===== src/drive_param_defines.svh =====
`ifndef DRIVE_PARAM_DEFINES_SVH
`define DRIVE_PARAM_DEFINES_SVH

// Parameter numbers served on the parameter channel.
`define PNU_PCD_REQ_ASSIGN 16'h0393
`define PNU_PCD_RESP_ASSIGN 16'h0394
`define PNU_NODE_ADDRESS 16'h0396
`define PNU_WRITE_PERMIT 16'h039F
`define PNU_FAULT_HISTORY 16'h03B3
`define PNU_BAUD_RATE 16'h03C3
`define PNU_PROFILE_VERSION 16'h03C5
`define PNU_LAST_CONTROL 16'h03C7
`define PNU_LATEST_STATUS 16'h03C8
`define PNU_INIT_TRIGGER 16'h03CA

// Request codes, master to slave.
`define REQ_RD_WORD 4'h1
`define REQ_WR_WORD 4'h2
`define REQ_RD_ARRAY 4'h6
`define REQ_WR_ARRAY 4'h7
`define REQ_ARRAY_COUNT 4'h9

// Response codes, slave to master.
`define RESP_WORD_OK 4'h1
`define RESP_ARRAY_OK 4'h4
`define RESP_COUNT_OK 4'h6
`define RESP_ERROR 4'h7

// Error codes placed in the lower value word.
`define ERR_NO_PARAM 16'h0000
`define ERR_WR_INHIBIT 16'h0001
`define ERR_RANGE 16'h0002
`define ERR_BAD_INDEX 16'h0003
`define ERR_NOT_ARRAY 16'h0004
`define ERR_NOT_EXEC 16'h0011

// Fault history element indices and array sizes.
`define FAULT_IDX_LATEST 8'h01
`define FAULT_IDX_LAST 8'h09
`define FAULT_IDX_2ND 8'h11
`define FAULT_IDX_3RD 8'h19
`define FAULT_ARRAY_COUNT 16'h0019
`define PCD_ARRAY_COUNT 16'h0004
`define PCD_IDX_FIRST 8'h01
`define PCD_IDX_LAST 8'h04

// Reset and fixed values.
`define PROFILE_VERSION_VALUE 16'h0002
`define ASSIGN_RESET 16'h0000
`define WRITE_PERMIT_RESET 1'b0
`define INIT_TRIGGER_RESET 1'b0

// Timing.
`define CLK_PERIOD_NS 20
`define MS_TICK_NS 1000000
`define DELAY_STEP_MS 100

`endif


===== src/drive_param_pkg.sv =====
package drive_param_pkg;

   typedef enum logic [2:0] {
      ST_OK = 3'b000,
      ST_WAIT = 3'b001,
      ST_RAMP = 3'b011,
      ST_TRIP = 3'b010,
      ST_IGNORE = 3'b100
   } loss_state_t;

   typedef enum logic [2:0] {
      LA_COAST_NOW,
      LA_COAST_DELAY,
      LA_COAST_CANCEL,
      LA_KEEP,
      LA_RAMP_NOW,
      LA_RAMP_DELAY,
      LA_RAMP_CANCEL
   } loss_action_t;

   typedef enum logic [2:0] {
      PK_NONE,
      PK_REQ_ASSIGN,
      PK_RESP_ASSIGN,
      PK_FAULT,
      PK_SCALAR_RO,
      PK_SCALAR_RW
   } param_kind_t;

endpackage : drive_param_pkg


===== src/tick_divider.sv =====
`timescale 1ns/1ns
module tick_divider #(
   parameter int unsigned DIV = 50000
) (
   // Clock and reset.
   input wire logic core_clk,
   input wire logic rst,
   // Count enable and output pulse.
   input wire logic countEn,
   output logic tick
);

   logic [31:0] count;

   always_ff @(posedge core_clk or posedge rst) begin
      if (rst) begin
         count <= 32'h0000_0000;
         tick <= 1'b0;
      end else begin
         tick <= 1'b0;
         if (countEn) begin
            if (count == 32'(DIV - 1)) begin
               count <= 32'h0000_0000;
               tick <= 1'b1;
            end else begin
               count <= count + 32'h0000_0001;
            end
         end
      end
   end

endmodule : tick_divider


===== src/drive_param_channel_comm_loss.sv =====
//Contract
// - Array element read uses request code 6.
// - Good array read answers code 4, echoes.
// - Bad array index answers code 7, error 3.
// - Fault history is parameter 947, 3B3 hex.
// - Fault indices 1,9,17,25; others zero; read-only.
// - Parameter 915: four request word assignments.
// - Parameter 916: four response word assignments.
// - Parameter 927 gates writes except itself.
// - Parameter 970 falling 1 to 0 starts init.
// - No master traffic within timeout: communications error.
// - No trip before first good reception.
// - Action 0, 4-9: coast and trip immediately.
// - Action 1: wait delay, coast, trip.
// - Action 2: data cancels; else coast, trip.
// - Action 3, 13-15: run on, indicators red.
// - Action 10: ramp down, trip once stopped.
// - Action 11: wait delay, ramp, trip.
// - Action 12: data cancels; else ramp, trip.
// - Value field two words; lower word carries data.
`timescale 1ns/1ns
`include "drive_param_defines.svh"
module drive_param_channel_comm_loss
   import drive_param_pkg::*;
#(
   parameter int unsigned MS_CYCLES = `MS_TICK_NS / `CLK_PERIOD_NS
) (
   // Clock and reset.
   input wire logic core_clk,
   input wire logic rst,
   // Parameter channel request.
   input wire logic reqValid,
   input wire logic [3:0] reqCode,
   input wire logic [15:0] reqParamNum,
   input wire logic [7:0] reqIndex,
   input wire logic [31:0] reqValue,
   // Parameter channel response.
   output logic respValid,
   output logic [3:0] respCode,
   output logic [15:0] respParamNum,
   output logic [7:0] respIndex,
   output logic [31:0] respValue,
   // Link status.
   input wire logic frameRx,
   input wire logic [15:0] watchdogTimeoutMs,
   input wire logic [6:0] nodeAddrPin,
   input wire logic [3:0] baudRateCode,
   // Drive state.
   input wire logic [15:0] faultLatest,
   input wire logic [15:0] faultLast,
   input wire logic [15:0] fault2ndLast,
   input wire logic [15:0] fault3rdLast,
   input wire logic [15:0] controlWord,
   input wire logic [15:0] statusWord,
   input wire logic motorStopped,
   // Settings.
   input wire logic [3:0] commLossAction,
   input wire logic [9:0] commLossDelay,
   output logic [63:0] pcdReqAssign,
   output logic [63:0] pcdRespAssign,
   output logic writePermit,
   output logic initTrigger,
   output logic settingsInitStart,
   // Reaction.
   output logic commError,
   output logic coastStop,
   output logic rampStop,
   output logic fieldbusFaultTrip,
   output logic powerIndicatorFlashRed,
   output logic offlineIndicatorRed
);

   function automatic param_kind_t paramKind(input logic [15:0] parameter_number);
      unique case (parameter_number)
         `PNU_PCD_REQ_ASSIGN: paramKind = PK_REQ_ASSIGN;
         `PNU_PCD_RESP_ASSIGN: paramKind = PK_RESP_ASSIGN;
         `PNU_FAULT_HISTORY: paramKind = PK_FAULT;
         `PNU_WRITE_PERMIT, `PNU_INIT_TRIGGER: paramKind = PK_SCALAR_RW;
         `PNU_NODE_ADDRESS, `PNU_BAUD_RATE, `PNU_PROFILE_VERSION,
         `PNU_LAST_CONTROL, `PNU_LATEST_STATUS: paramKind = PK_SCALAR_RO;
         default: paramKind = PK_NONE;
      endcase
   endfunction : paramKind

   function automatic loss_action_t lossAction(input logic [3:0] code);
      unique case (code)
         4'h1: lossAction = LA_COAST_DELAY;
         4'h2: lossAction = LA_COAST_CANCEL;
         4'h3, 4'hD, 4'hE, 4'hF: lossAction = LA_KEEP;
         4'hA: lossAction = LA_RAMP_NOW;
         4'hB: lossAction = LA_RAMP_DELAY;
         4'hC: lossAction = LA_RAMP_CANCEL;
         default: lossAction = LA_COAST_NOW;
      endcase
   endfunction : lossAction

   logic [15:0] reqAssign [4];
   logic [15:0] respAssign [4];
   logic [6:0] nodeAddrMeta;
   logic [6:0] nodeAddrSync;
   param_kind_t kind;
   logic [1:0] slot;
   logic isWrite;
   logic isArrCode;
   logic [3:0] next_respCode;
   logic [15:0] next_respLow;
   logic [15:0] readVal;
   logic wrReqAssign;
   logic wrRespAssign;
   logic wrPermit;
   logic wrInit;

   // The address switches are asynchronous to the drive clock.
   always_ff @(posedge core_clk or posedge rst) begin
      if (rst) begin
         nodeAddrMeta <= 7'h00;
         nodeAddrSync <= 7'h00;
      end else begin
         nodeAddrMeta <= nodeAddrPin;
         nodeAddrSync <= nodeAddrMeta;
      end
   end

   assign kind = paramKind(reqParamNum);
   assign slot = 2'(reqIndex - 8'h01);
   assign isWrite = (reqCode == `REQ_WR_WORD) || (reqCode == `REQ_WR_ARRAY);
   assign isArrCode = (reqCode == `REQ_RD_ARRAY) || (reqCode == `REQ_WR_ARRAY)
      || (reqCode == `REQ_ARRAY_COUNT);

   always_comb begin
      readVal = 16'h0000;
      unique case (reqParamNum)
         `PNU_PCD_REQ_ASSIGN: readVal = reqAssign[slot];
         `PNU_PCD_RESP_ASSIGN: readVal = respAssign[slot];
         `PNU_NODE_ADDRESS: readVal = {9'h000, nodeAddrSync};
         `PNU_WRITE_PERMIT: readVal = {15'h0000, writePermit};
         `PNU_BAUD_RATE: readVal = {12'h000, baudRateCode};
         `PNU_PROFILE_VERSION: readVal = `PROFILE_VERSION_VALUE;
         `PNU_LAST_CONTROL: readVal = controlWord;
         `PNU_LATEST_STATUS: readVal = statusWord;
         `PNU_INIT_TRIGGER: readVal = {15'h0000, initTrigger};
         `PNU_FAULT_HISTORY: begin
            unique case (reqIndex)
               `FAULT_IDX_LATEST: readVal = faultLatest;
               `FAULT_IDX_LAST: readVal = faultLast;
               `FAULT_IDX_2ND: readVal = fault2ndLast;
               `FAULT_IDX_3RD: readVal = fault3rdLast;
               default: readVal = 16'h0000;
            endcase
         end
         default: readVal = 16'h0000;
      endcase
   end

   // Checks are ordered so that the most basic fault is the one reported.
   always_comb begin
      next_respCode = `RESP_ERROR;
      next_respLow = `ERR_NOT_EXEC;
      wrReqAssign = 1'b0;
      wrRespAssign = 1'b0;
      wrPermit = 1'b0;
      wrInit = 1'b0;
      if (kind == PK_NONE) begin
         next_respLow = `ERR_NO_PARAM;
      end else if (!(isArrCode || reqCode == `REQ_RD_WORD || reqCode == `REQ_WR_WORD)) begin
         next_respLow = `ERR_NOT_EXEC;
      end else if (isArrCode != (kind inside {PK_REQ_ASSIGN, PK_RESP_ASSIGN, PK_FAULT})) begin
         next_respLow = `ERR_NOT_ARRAY;
      end else if (reqCode == `REQ_ARRAY_COUNT) begin
         next_respCode = `RESP_COUNT_OK;
         next_respLow = (kind == PK_FAULT) ? `FAULT_ARRAY_COUNT : `PCD_ARRAY_COUNT;
      end else if (isWrite && !writePermit && reqParamNum != `PNU_WRITE_PERMIT) begin
         next_respLow = `ERR_WR_INHIBIT;
      end else if (isWrite && (kind inside {PK_FAULT, PK_SCALAR_RO})) begin
         next_respLow = `ERR_WR_INHIBIT;
      end else if (kind != PK_FAULT && isArrCode
                   && (reqIndex < `PCD_IDX_FIRST || reqIndex > `PCD_IDX_LAST)) begin
         next_respLow = `ERR_BAD_INDEX;
      end else if (isWrite && kind == PK_SCALAR_RW && reqValue[15:1] != 15'h0000) begin
         next_respLow = `ERR_RANGE;
      end else begin
         next_respCode = isArrCode ? `RESP_ARRAY_OK : `RESP_WORD_OK;
         next_respLow = isWrite ? reqValue[15:0] : readVal;
         wrReqAssign = isWrite && kind == PK_REQ_ASSIGN;
         wrRespAssign = isWrite && kind == PK_RESP_ASSIGN;
         wrPermit = isWrite && reqParamNum == `PNU_WRITE_PERMIT;
         wrInit = isWrite && reqParamNum == `PNU_INIT_TRIGGER;
      end
   end

   // A request code of zero means no request and draws no answer.
   always_ff @(posedge core_clk or posedge rst) begin
      if (rst) begin
         respValid <= 1'b0;
         respCode <= 4'h0;
         respParamNum <= 16'h0000;
         respIndex <= 8'h00;
         respValue <= 32'h0000_0000;
      end else begin
         respValid <= reqValid && reqCode != 4'h0;
         if (reqValid && reqCode != 4'h0) begin
            respCode <= next_respCode;
            respParamNum <= reqParamNum;
            respIndex <= reqIndex;
            respValue <= {16'h0000, next_respLow};
         end
      end
   end

   always_ff @(posedge core_clk or posedge rst) begin
      if (rst) begin
         for (int i = 0; i < 4; i++) begin
            reqAssign[i] <= `ASSIGN_RESET;
            respAssign[i] <= `ASSIGN_RESET;
         end
      end else if (reqValid) begin
         if (wrReqAssign) begin
            reqAssign[slot] <= reqValue[15:0];
         end
         if (wrRespAssign) begin
            respAssign[slot] <= reqValue[15:0];
         end
      end
   end

   always_ff @(posedge core_clk or posedge rst) begin
      if (rst) begin
         writePermit <= `WRITE_PERMIT_RESET;
         initTrigger <= `INIT_TRIGGER_RESET;
         settingsInitStart <= 1'b0;
      end else begin
         settingsInitStart <= 1'b0;
         if (reqValid && wrPermit) begin
            writePermit <= reqValue[0];
         end
         if (reqValid && wrInit) begin
            initTrigger <= reqValue[0];
            settingsInitStart <= initTrigger && !reqValue[0];
         end
      end
   end

   for (genvar g = 0; g < 4; g++) begin : g_assignOut
      assign pcdReqAssign[16*g +: 16] = reqAssign[g];
      assign pcdRespAssign[16*g +: 16] = respAssign[g];
   end

   logic tickMs;
   logic tickStep;
   logic [15:0] msSinceRx;
   logic commErrorDly;
   logic errRise;
   logic seenGood;
   logic [9:0] delayCnt;
   logic stopByRamp;
   loss_action_t action;
   loss_state_t state;
   loss_state_t next_state;

   tick_divider #(.DIV(MS_CYCLES)) u_msTick (
      .core_clk(core_clk),
      .rst(rst),
      .countEn(1'b1),
      .tick(tickMs)
   );

   tick_divider #(.DIV(`DELAY_STEP_MS)) u_stepTick (
      .core_clk(core_clk),
      .rst(rst),
      .countEn(tickMs),
      .tick(tickStep)
   );

   // A timeout of zero disables supervision, as the master has no watchdog.
   always_ff @(posedge core_clk or posedge rst) begin
      if (rst) begin
         msSinceRx <= 16'h0000;
         commError <= 1'b0;
         commErrorDly <= 1'b0;
         seenGood <= 1'b0;
      end else begin
         commErrorDly <= commError;
         if (frameRx) begin
            msSinceRx <= 16'h0000;
            commError <= 1'b0;
            seenGood <= 1'b1;
         end else begin
            if (tickMs && msSinceRx != 16'hFFFF) begin
               msSinceRx <= msSinceRx + 16'h0001;
            end
            if (watchdogTimeoutMs != 16'h0000 && msSinceRx >= watchdogTimeoutMs) begin
               commError <= 1'b1;
            end
         end
      end
   end

   assign errRise = commError && !commErrorDly;
   assign action = lossAction(commLossAction);

   // The step tick is free running, so a delay may end up to 0.1 s early.
   always_ff @(posedge core_clk or posedge rst) begin
      if (rst) begin
         delayCnt <= 10'h000;
      // Actions that do not cancel ignore data, so a frame must not stretch their wait.
      end else if (errRise || (frameRx && state == ST_WAIT
                   && (action == LA_COAST_CANCEL || action == LA_RAMP_CANCEL))) begin
         delayCnt <= commLossDelay;
      end else if (tickStep && delayCnt != 10'h000) begin
         delayCnt <= delayCnt - 10'h001;
      end
   end

   always_comb begin
      next_state = state;
      unique case (state)
         ST_OK: begin
            if (errRise && seenGood) begin
               unique case (action)
                  LA_COAST_NOW: next_state = ST_TRIP;
                  LA_RAMP_NOW: next_state = ST_RAMP;
                  LA_KEEP: next_state = ST_IGNORE;
                  default: next_state = ST_WAIT;
               endcase
            end
         end
         ST_WAIT: begin
            if (frameRx && (action == LA_COAST_CANCEL || action == LA_RAMP_CANCEL)) begin
               next_state = ST_OK;
            end else if (delayCnt == 10'h000) begin
               if (action == LA_RAMP_DELAY || action == LA_RAMP_CANCEL) begin
                  next_state = ST_RAMP;
               end else begin
                  next_state = ST_TRIP;
               end
            end
         end
         ST_RAMP: begin
            if (motorStopped) begin
               next_state = ST_TRIP;
            end
         end
         ST_TRIP: next_state = ST_TRIP;
         ST_IGNORE: begin
            if (!commError) begin
               next_state = ST_OK;
            end
         end
         default: next_state = ST_OK;
      endcase
   end

   // The trip is held until reset; clearing a drive trip is outside this block.
   always_ff @(posedge core_clk or posedge rst) begin
      if (rst) begin
         state <= ST_OK;
         stopByRamp <= 1'b0;
         coastStop <= 1'b0;
         rampStop <= 1'b0;
         fieldbusFaultTrip <= 1'b0;
      end else begin
         state <= next_state;
         if (next_state == ST_RAMP) begin
            stopByRamp <= 1'b1;
         end
         rampStop <= next_state == ST_RAMP || (next_state == ST_TRIP && stopByRamp);
         coastStop <= next_state == ST_TRIP && !stopByRamp && next_state != ST_RAMP;
         fieldbusFaultTrip <= next_state == ST_TRIP;
      end
   end

   assign powerIndicatorFlashRed = commError;
   assign offlineIndicatorRed = commError;
endmodule : drive_param_channel_comm_loss


===== config.mk =====
export PLATFORM = sky130hd
export DESIGN_NAME = drive_param_channel_comm_loss
export DESIGN_NICKNAME = d
export VERILOG_FILES = /design/src/drive_param_pkg.sv /design/src/tick_divider.sv /design/src/drive_param_channel_comm_loss.sv
export VERILOG_INCLUDE_DIRS = /design/src
export SDC_FILE = /design/constraint.sdc
export NUM_CORES = 1
export LEC_CHECK = 0
export BUFFER_PORTS_ARGS = -buffer_cell sky130_fd_sc_hd__buf_2
export CAP_MARGIN = 0
export CORE_MARGIN = 2
export CORE_UTILIZATION = 54
export CTS_CLUSTER_DIAMETER = 40
export DETAILED_ROUTE_END_ITERATION = 8
export PLACE_DENSITY = 0.84
export SYNTH_ARGS = -nofsm -noshare
export SYNTH_HDL_FRONTEND = slang
export SYNTH_HIERARCHICAL = 1
export SYNTH_SLANG_ARGS = --single-unit

===== constraint.sdc =====
create_clock -name core_clk -period 9.8 [get_ports core_clk]
set_input_delay 1.47 -clock core_clk [delete_from_list [all_inputs] [get_ports core_clk]]
set_output_delay 1.47 -clock core_clk [all_outputs]
set_load 0.005 [all_outputs]

# Word level (Yosys, flattened, before mapping)
# Memories as Yosys holds them, arrays and structs flattened.
# Cells that the tools add are included.
[op_classes] addsub=5 magnitude_cmp=5 eq_ne=42 muxes=84 bitwise_logic=1 n_reduce_logical=58
[op_table] cell="$mux 16" n=16
[op_table] cell="$eq 16x10->1 const B" n=10
[op_table] cell="$pmux 16 s10" n=1
[op_table] cell="$bwmux 64" n=2
[op_table] cell="$add 32x1->32 const B" n=2
[op_table] cell="$bmux 16 s2" n=2
[op_table] cell="$mux 32" n=2
[op_table] cell="$pmux 16 s4" n=1
[op_table] cell="$mux 3" n=14
[op_table] cell="$mux 1" n=39
[op_table] cell="$demux 16 s2" n=1
[op_table] cell="$eq 32x16->1 const B" n=1
[op_table] cell="$eq 32x7->1 const B" n=1
[op_table] cell="$pmux 3 s5" n=2
[op_table] cell="$logic_and 1x1->1" n=27
[op_table] cell="$eq 3x2->1 const B" n=8
[op_table] cell="$mux 10" n=2
[op_table] cell="$eq 3x3->1 const B" n=6
[op_table] cell="$add 16x1->16 const B" n=1
[op_table] cell="$eq 8x5->1 const B" n=2
[op_table] cell="$ge 16x16->1" n=1
[op_table] cell="$ne 16x10->1 const B" n=1
[op_table] cell="$ne 16x16->1 const B" n=1
[op_table] cell="$reduce_bool 16->1" n=1
[op_table] cell="30 further kinds" n=51
[word_totals] regBits=292 rom_bits=48 inputBits=202 output_inout_bits=198 wordCells=228 memories=1
[mem_list] name="(no name shown)" words=16 word_bits=3 rd=1 rd_clocked_by_memory_dff=0 write_ports=0 line="drive_param_channel_comm_loss.sv:86" rtl="unique case (code)"

# Depth between registers and ports, before layout
[depth] word_depth=16 ltp_mapped=13 mapped_depth_nobuf=9

# By module
# The synthesis kept the hierarchy.
[modules_own_cells] mod="drive_param_channel_comm_loss" n_inst=1 cells_per_inst=1015 area_each_um2=12309.3 seq_area_each_um2=5630.4
[modules_own_cells] mod="tick_divider (u_stepTick)" n_inst=1 cells_per_inst=153 area_each_um2=1606.5 seq_area_each_um2=825.8
[modules_own_cells] mod="tick_divider (u_msTick)" n_inst=1 cells_per_inst=145 area_each_um2=1567.8 seq_area_each_um2=825.8

# Least setup slack after synthesis
# Ideal clock, no wire load.
[synth_timing] path_kind="input-to-reg" startpoint="input reqIndex[0]" endpoint="register respAssign (netlist bit pcdRespAssign[0])" setup_time_ns=0.125 arrival_time_ns=4.913 slack_ns=4.762 path_stages=13 cell_sequence="clkbuf_1 > buf_1 > buf_2 > inv_1 > ha_1 > xor2_1 > nor4_1 > nor3_1 > or2_1 > nor3_4 > nand4_4 > buf_6 > mux2_4"
[synth_via] elab_chain_cells=11
[synth_rtl] item="from (decl)" line="drive_param_channel_comm_loss.sv:35" rtl="input wire logic [7:0] reqIndex,"
[synth_rtl] item="$lt 8x1->1 (no line) / $gt 8x3->1 (equally long branches)"
[synth_rtl] item="$logic_or 1x1->1 (no line)"
[synth_rtl] item="$logic_and 1x1->1" line="drive_param_channel_comm_loss.sv:176" rtl="end else if (kind != PK_FAULT && isArrCode"
[synth_rtl] item="$mux 1" line="drive_param_channel_comm_loss.sv:176"
[synth_rtl] item="$mux 1" line="drive_param_channel_comm_loss.sv:174" rtl="end else if (isWrite && (kind inside {PK_FAULT, PK_SCALAR_RO})) begin"
[synth_rtl] item="$mux 1" line="drive_param_channel_comm_loss.sv:172" rtl="end else if (isWrite && !writePermit && reqParamNum != `PNU_WRITE_PERMIT) begin"
[synth_rtl] item="$mux 1" line="drive_param_channel_comm_loss.sv:169" rtl="end else if (reqCode == `REQ_ARRAY_COUNT) begin"
[synth_rtl] item="$mux 1" line="drive_param_channel_comm_loss.sv:167" rtl="end else if (isArrCode != (kind inside {PK_REQ_ASSIGN, PK_RESP_ASSIGN, PK_FAULT})) begin"
[synth_rtl] item="$mux 1" line="drive_param_channel_comm_loss.sv:165" rtl="end else if (!(isArrCode || reqCode == `REQ_RD_WORD || reqCode == `REQ_WR_WORD)) begin"
[synth_rtl] item="$mux 1" line="drive_param_channel_comm_loss.sv:163" rtl="if (kind == PK_NONE) begin"
[synth_rtl] item="$reduce_and 2->1 (no line)"
[synth_rtl] item="to (signal, indexed assignment)" line="drive_param_channel_comm_loss.sv:214" rtl="respAssign[i] <= `ASSIGN_RESET;"
[synth_rtl] item="to (signal, indexed assignment)" line="drive_param_channel_comm_loss.sv:221" rtl="respAssign[slot] <= reqValue[15:0];"
[synth_rtl] item="to (decl)" line="drive_param_channel_comm_loss.sv:98" rtl="logic [15:0] respAssign [4];"
# Several ways; a longest one is shown, not always the timed one.
# A chain may end at the register's enable or synchronous reset.

# Worst setup path in the final report
[layout_timing] startpoint="input reqIndex[0]" endpoint="register respAssign (netlist bit pcdRespAssign[19])"
# Same word-level chain as after synthesis.

==> flow_metrics.env <==
export IMPL_cts_repair_resized=0
export IMPL_place_inst=1998
export IMPL_core_area_sq_mm=0.0280
export IMPL_dieArea_sq_mm=0.0300
export IMPL_max_vdd_ir_drop_mv=0.124
export IMPL_grt_max_degree=146
export IMPL_hpwl_um=36000
export IMPL_grt_ovfl_total=0
export IMPL_synth_flop_cell="dfrtp_1"
export IMPL_cts_hold_buf=0
export IMPL_crit_start="reqIndex[0]"
export IMPL_total_power_uw=3160
export IMPL_syn_cell_area_sq_mm=0.0155
export IMPL_dr_pass1_iters=6
export IMPL_cp_max_fo=35
export IMPL_grt_usage=0.329
export IMPL_ys_top_cells_by_count="dfrtp_1 (291), nand2_1 (143), mux2_4 (80), nor2_1 (65), mux2_2 (52)"
export IMPL_final_cell_area_sq_mm=0.0190
export IMPL_worstPathArrival_ns=5.19
export IMPL_fin_ws_ns=5.02
export IMPL_ys_seq_area_frac=0.470
export IMPL_wl_per_cell_um=24.0
export IMPL_antenna_found_initial=9
export IMPL_cts_root_buf="clkbuf_16"
export IMPL_io_pins=400
export IMPL_cts_reportedPaths_clkPinSlew_ns=0.06
export IMPL_clk_path_buf_depth=3
export IMPL_place_area_sq_mm=0.0175
export IMPL_grt_pass1_wl_um=76400
export IMPL_finalMaxSlewViolations=0
export IMPL_hp_class="reg -> reg"
export IMPL_min_from="nodeAddrMeta[0]$_DFF_PP0_"
export IMPL_place_congestion=0.964
export IMPL_crit_path_end_kind="flop"
export IMPL_synth_most_common_cell="dfrtp_1"
export IMPL_die_w_um=173
export IMPL_rows=61
export IMPL_rsz0062_at_grt="false"
export IMPL_fin_crit_ns=4.78
export IMPL_yosysTopAreaCellShare=0.470
export IMPL_cts_inserted_buffers=40
export IMPL_setup_viol=0
export IMPL_preCtsSetupSlack_ns=4.46
export IMPL_fin_skew_ns=0.0191
export IMPL_initial_utilization=0.553
export IMPL_cp_cell_sequence="buf_2 > buf_4 > inv_1 > ha_1 > xor2_1 > nor4_1 > nor3_1 > or2_1 > nor3_4 > nand4_4 > mux2_4"
export IMPL_viasPerCell=6.16
export IMPL_yosys_warnings=6
export IMPL_htreeDepth=2
export IMPL_power_density_mw_per_mm2=166
export IMPL_drive_gt1_frac=0.398
export IMPL_maxCapViolations=0
export IMPL_synth_seq_cells=291
export IMPL_cts_sinks=291
export IMPL_fin_tns_setup_ns=0
export IMPL_ant_nets=0
export IMPL_nNetsFinal=1888
export IMPL_port_buffers=366
export IMPL_ys_types=88
export IMPL_drt_first_iter_violations=1432
export IMPL_wirelength_um=49900
export IMPL_slowest_stage="buf_4"
export IMPL_criticalPathCategory="in -> reg"
export IMPL_grt_pass1_vias=12800
export IMPL_clock_latency_ns=0.53
export IMPL_leakage_uw=0.00984
export IMPL_instances_no_fill=2080
export IMPL_route_detailed_drc=0
export IMPL_synth_top_cell_by_area="dfrtp_1"
export IMPL_syn_avg_cell_area_sq_um=11.8
export IMPL_worst_pin_slew_ns=1.22
export IMPL_slew_headroom=0.181
export IMPL_hold_viol_final=0
export IMPL_num_vias=12800
export IMPL_status="finished, final reports clean"
export IMPL_cts_tree="yes"
export IMPL_netlist_instances=1313
export IMPL_required_ns=10.21
export IMPL_start_kind="input port"
export IMPL_synth_area_leaders="dfrtp_1 (47%), mux2_4 (7.8%), mux4_2 (6.8%)"
export IMPL_synthArstFlopShare=1.00
export IMPL_area_delta_synth_final_pct=23.0
export IMPL_r2r_start="delayCnt[6]$_DFFE_PP0P_"
export IMPL_cpPeakStageDelay_ns=0.60
export IMPL_min_period_over_period=0.488
export IMPL_fp_dieH_um=173
export IMPL_postCtsSetupRepairBufs=0
export IMPL_fmax_mhz=209
export IMPL_synth_edf_count=0
==> area by class of cell <==
cell class	instances	area (sq um)
antenna	8	20.0
clock inverter	31	449
timing repair buffer	378	1920
fill	2044	8970
multi-input combinational	914	7690
sequential	291	7280
clock buffer	43	1050
tap	378	473
inverter	37	146
==> worst max-delay path, delay by kind of cell <==
| family | cells | cell delay, ns |
|---|---|---|
| XOR/XNOR | 1 | 0.19 |
| AND/OR/NAND/NOR | 5 | 1.78 |
| multiplexers | 1 | 0.48 |
| buffers and inverters | 3 | 0.89 |
| adder cells (fa/ha/maj) | 1 | 0.35 |
==> stage by stage <==
step | hold WS, ns | utilization
2_1_floorplan | 0.331 | -
6_report | 0.352 | 0.680
3_5_place_dp | 0.344 | 0.625
4_1_cts | 0.354 | 0.679
3_3_place_gp | 0.335 | 0.625
5_1_grt | 0.363 | 0.680
==> placed cells by master, fill, tap and decap left out, types with 5 or more instances in the layout <==
cell        count
a21o_1          7
a21oi_1        15
a222oi_1        6
a22oi_1        36
and2_1          5
and3_1         17
and4_1         12
buf_2         366
buf_4          12
bufinv_16       9
clkbuf_16      41
clkinv_2        6
clkinvlp_4      5
conb_1         18
dfrtp_1       291
diode_2         8
ha_1           24
inv_1          35
inv_6           6
mux2_2         52
mux2_4         80
mux4_2         47
nand2_1       143
nand2b_1        8
nand3_1        48
nand4_1        30
nand4_4         5
nor2_1         65
nor3_1         24
nor3b_1         6
nor4_1         28
nor4_2          5
o21ai_0        37
or3_1          10
xnor2_1        44
xor2_1         45
==> kinds of logic after synthesis <==
logic type | share of synthesized area
XOR/XNOR | 0.0503
AO/OA/AOI/OAI | 0.0685
other | 0.000485
flip-flops | 0.470
multiplexers | 0.186
buffers and inverters | 0.0398
adder cells (fa/ha/maj) | 0.0200
AND/OR/NAND/NOR | 0.164
==> registers in the layout (all words and copies together) (netlist names), 3 cells and up <==
name,cells
u_stepTick/count,32
pcdReqAssign,64
u_msTick/count,32
nodeAddrSync,7
delayCnt,10
respCode,3
nodeAddrMeta,7
respValue,16
pcdRespAssign,64
msSinceRx,16
state,3
respParamNum,16
respIndex,8
==> path summary, 6_finish.rpt <==
path                                                  end  slack, ns  cells after the start
min in group asynchronous  u_msTick/count[14]$_DFFE_PP0P_       0.95                      2
max in group asynchronous        respValue[3]$_DFFE_PP0P_       6.88                      3
max reg2reg                           coastStop$_DFF_PP0_       7.03                      7
min                             nodeAddrSync[0]$_DFF_PP0_       0.35                      0
min reg2reg                     nodeAddrSync[0]$_DFF_PP0_       0.35                      0
max                         pcdRespAssign[19]$_DFFE_PP0P_       5.02                     11
==> routing by layer <==
metal	global-route usage	share of wire	vias to the layer above
met5	0	0.00018	-
met2	0.526	0.47	723
met1	0.419	0.38	6437
met3	0.0805	0.089	166
li1	-	-	5481
met4	0.169	0.056	2
==> report_power, final <==
group | internal (uW) | leakage, uW | total (uW) | switching (uW)
combinational | 106 | 0.00520 | 256 | 151
clock | 1030 | 0.000727 | 1610 | 581
sequential | 1240 | 0.00392 | 1290 | 41.2
Power figures use the tool's default switching activity.
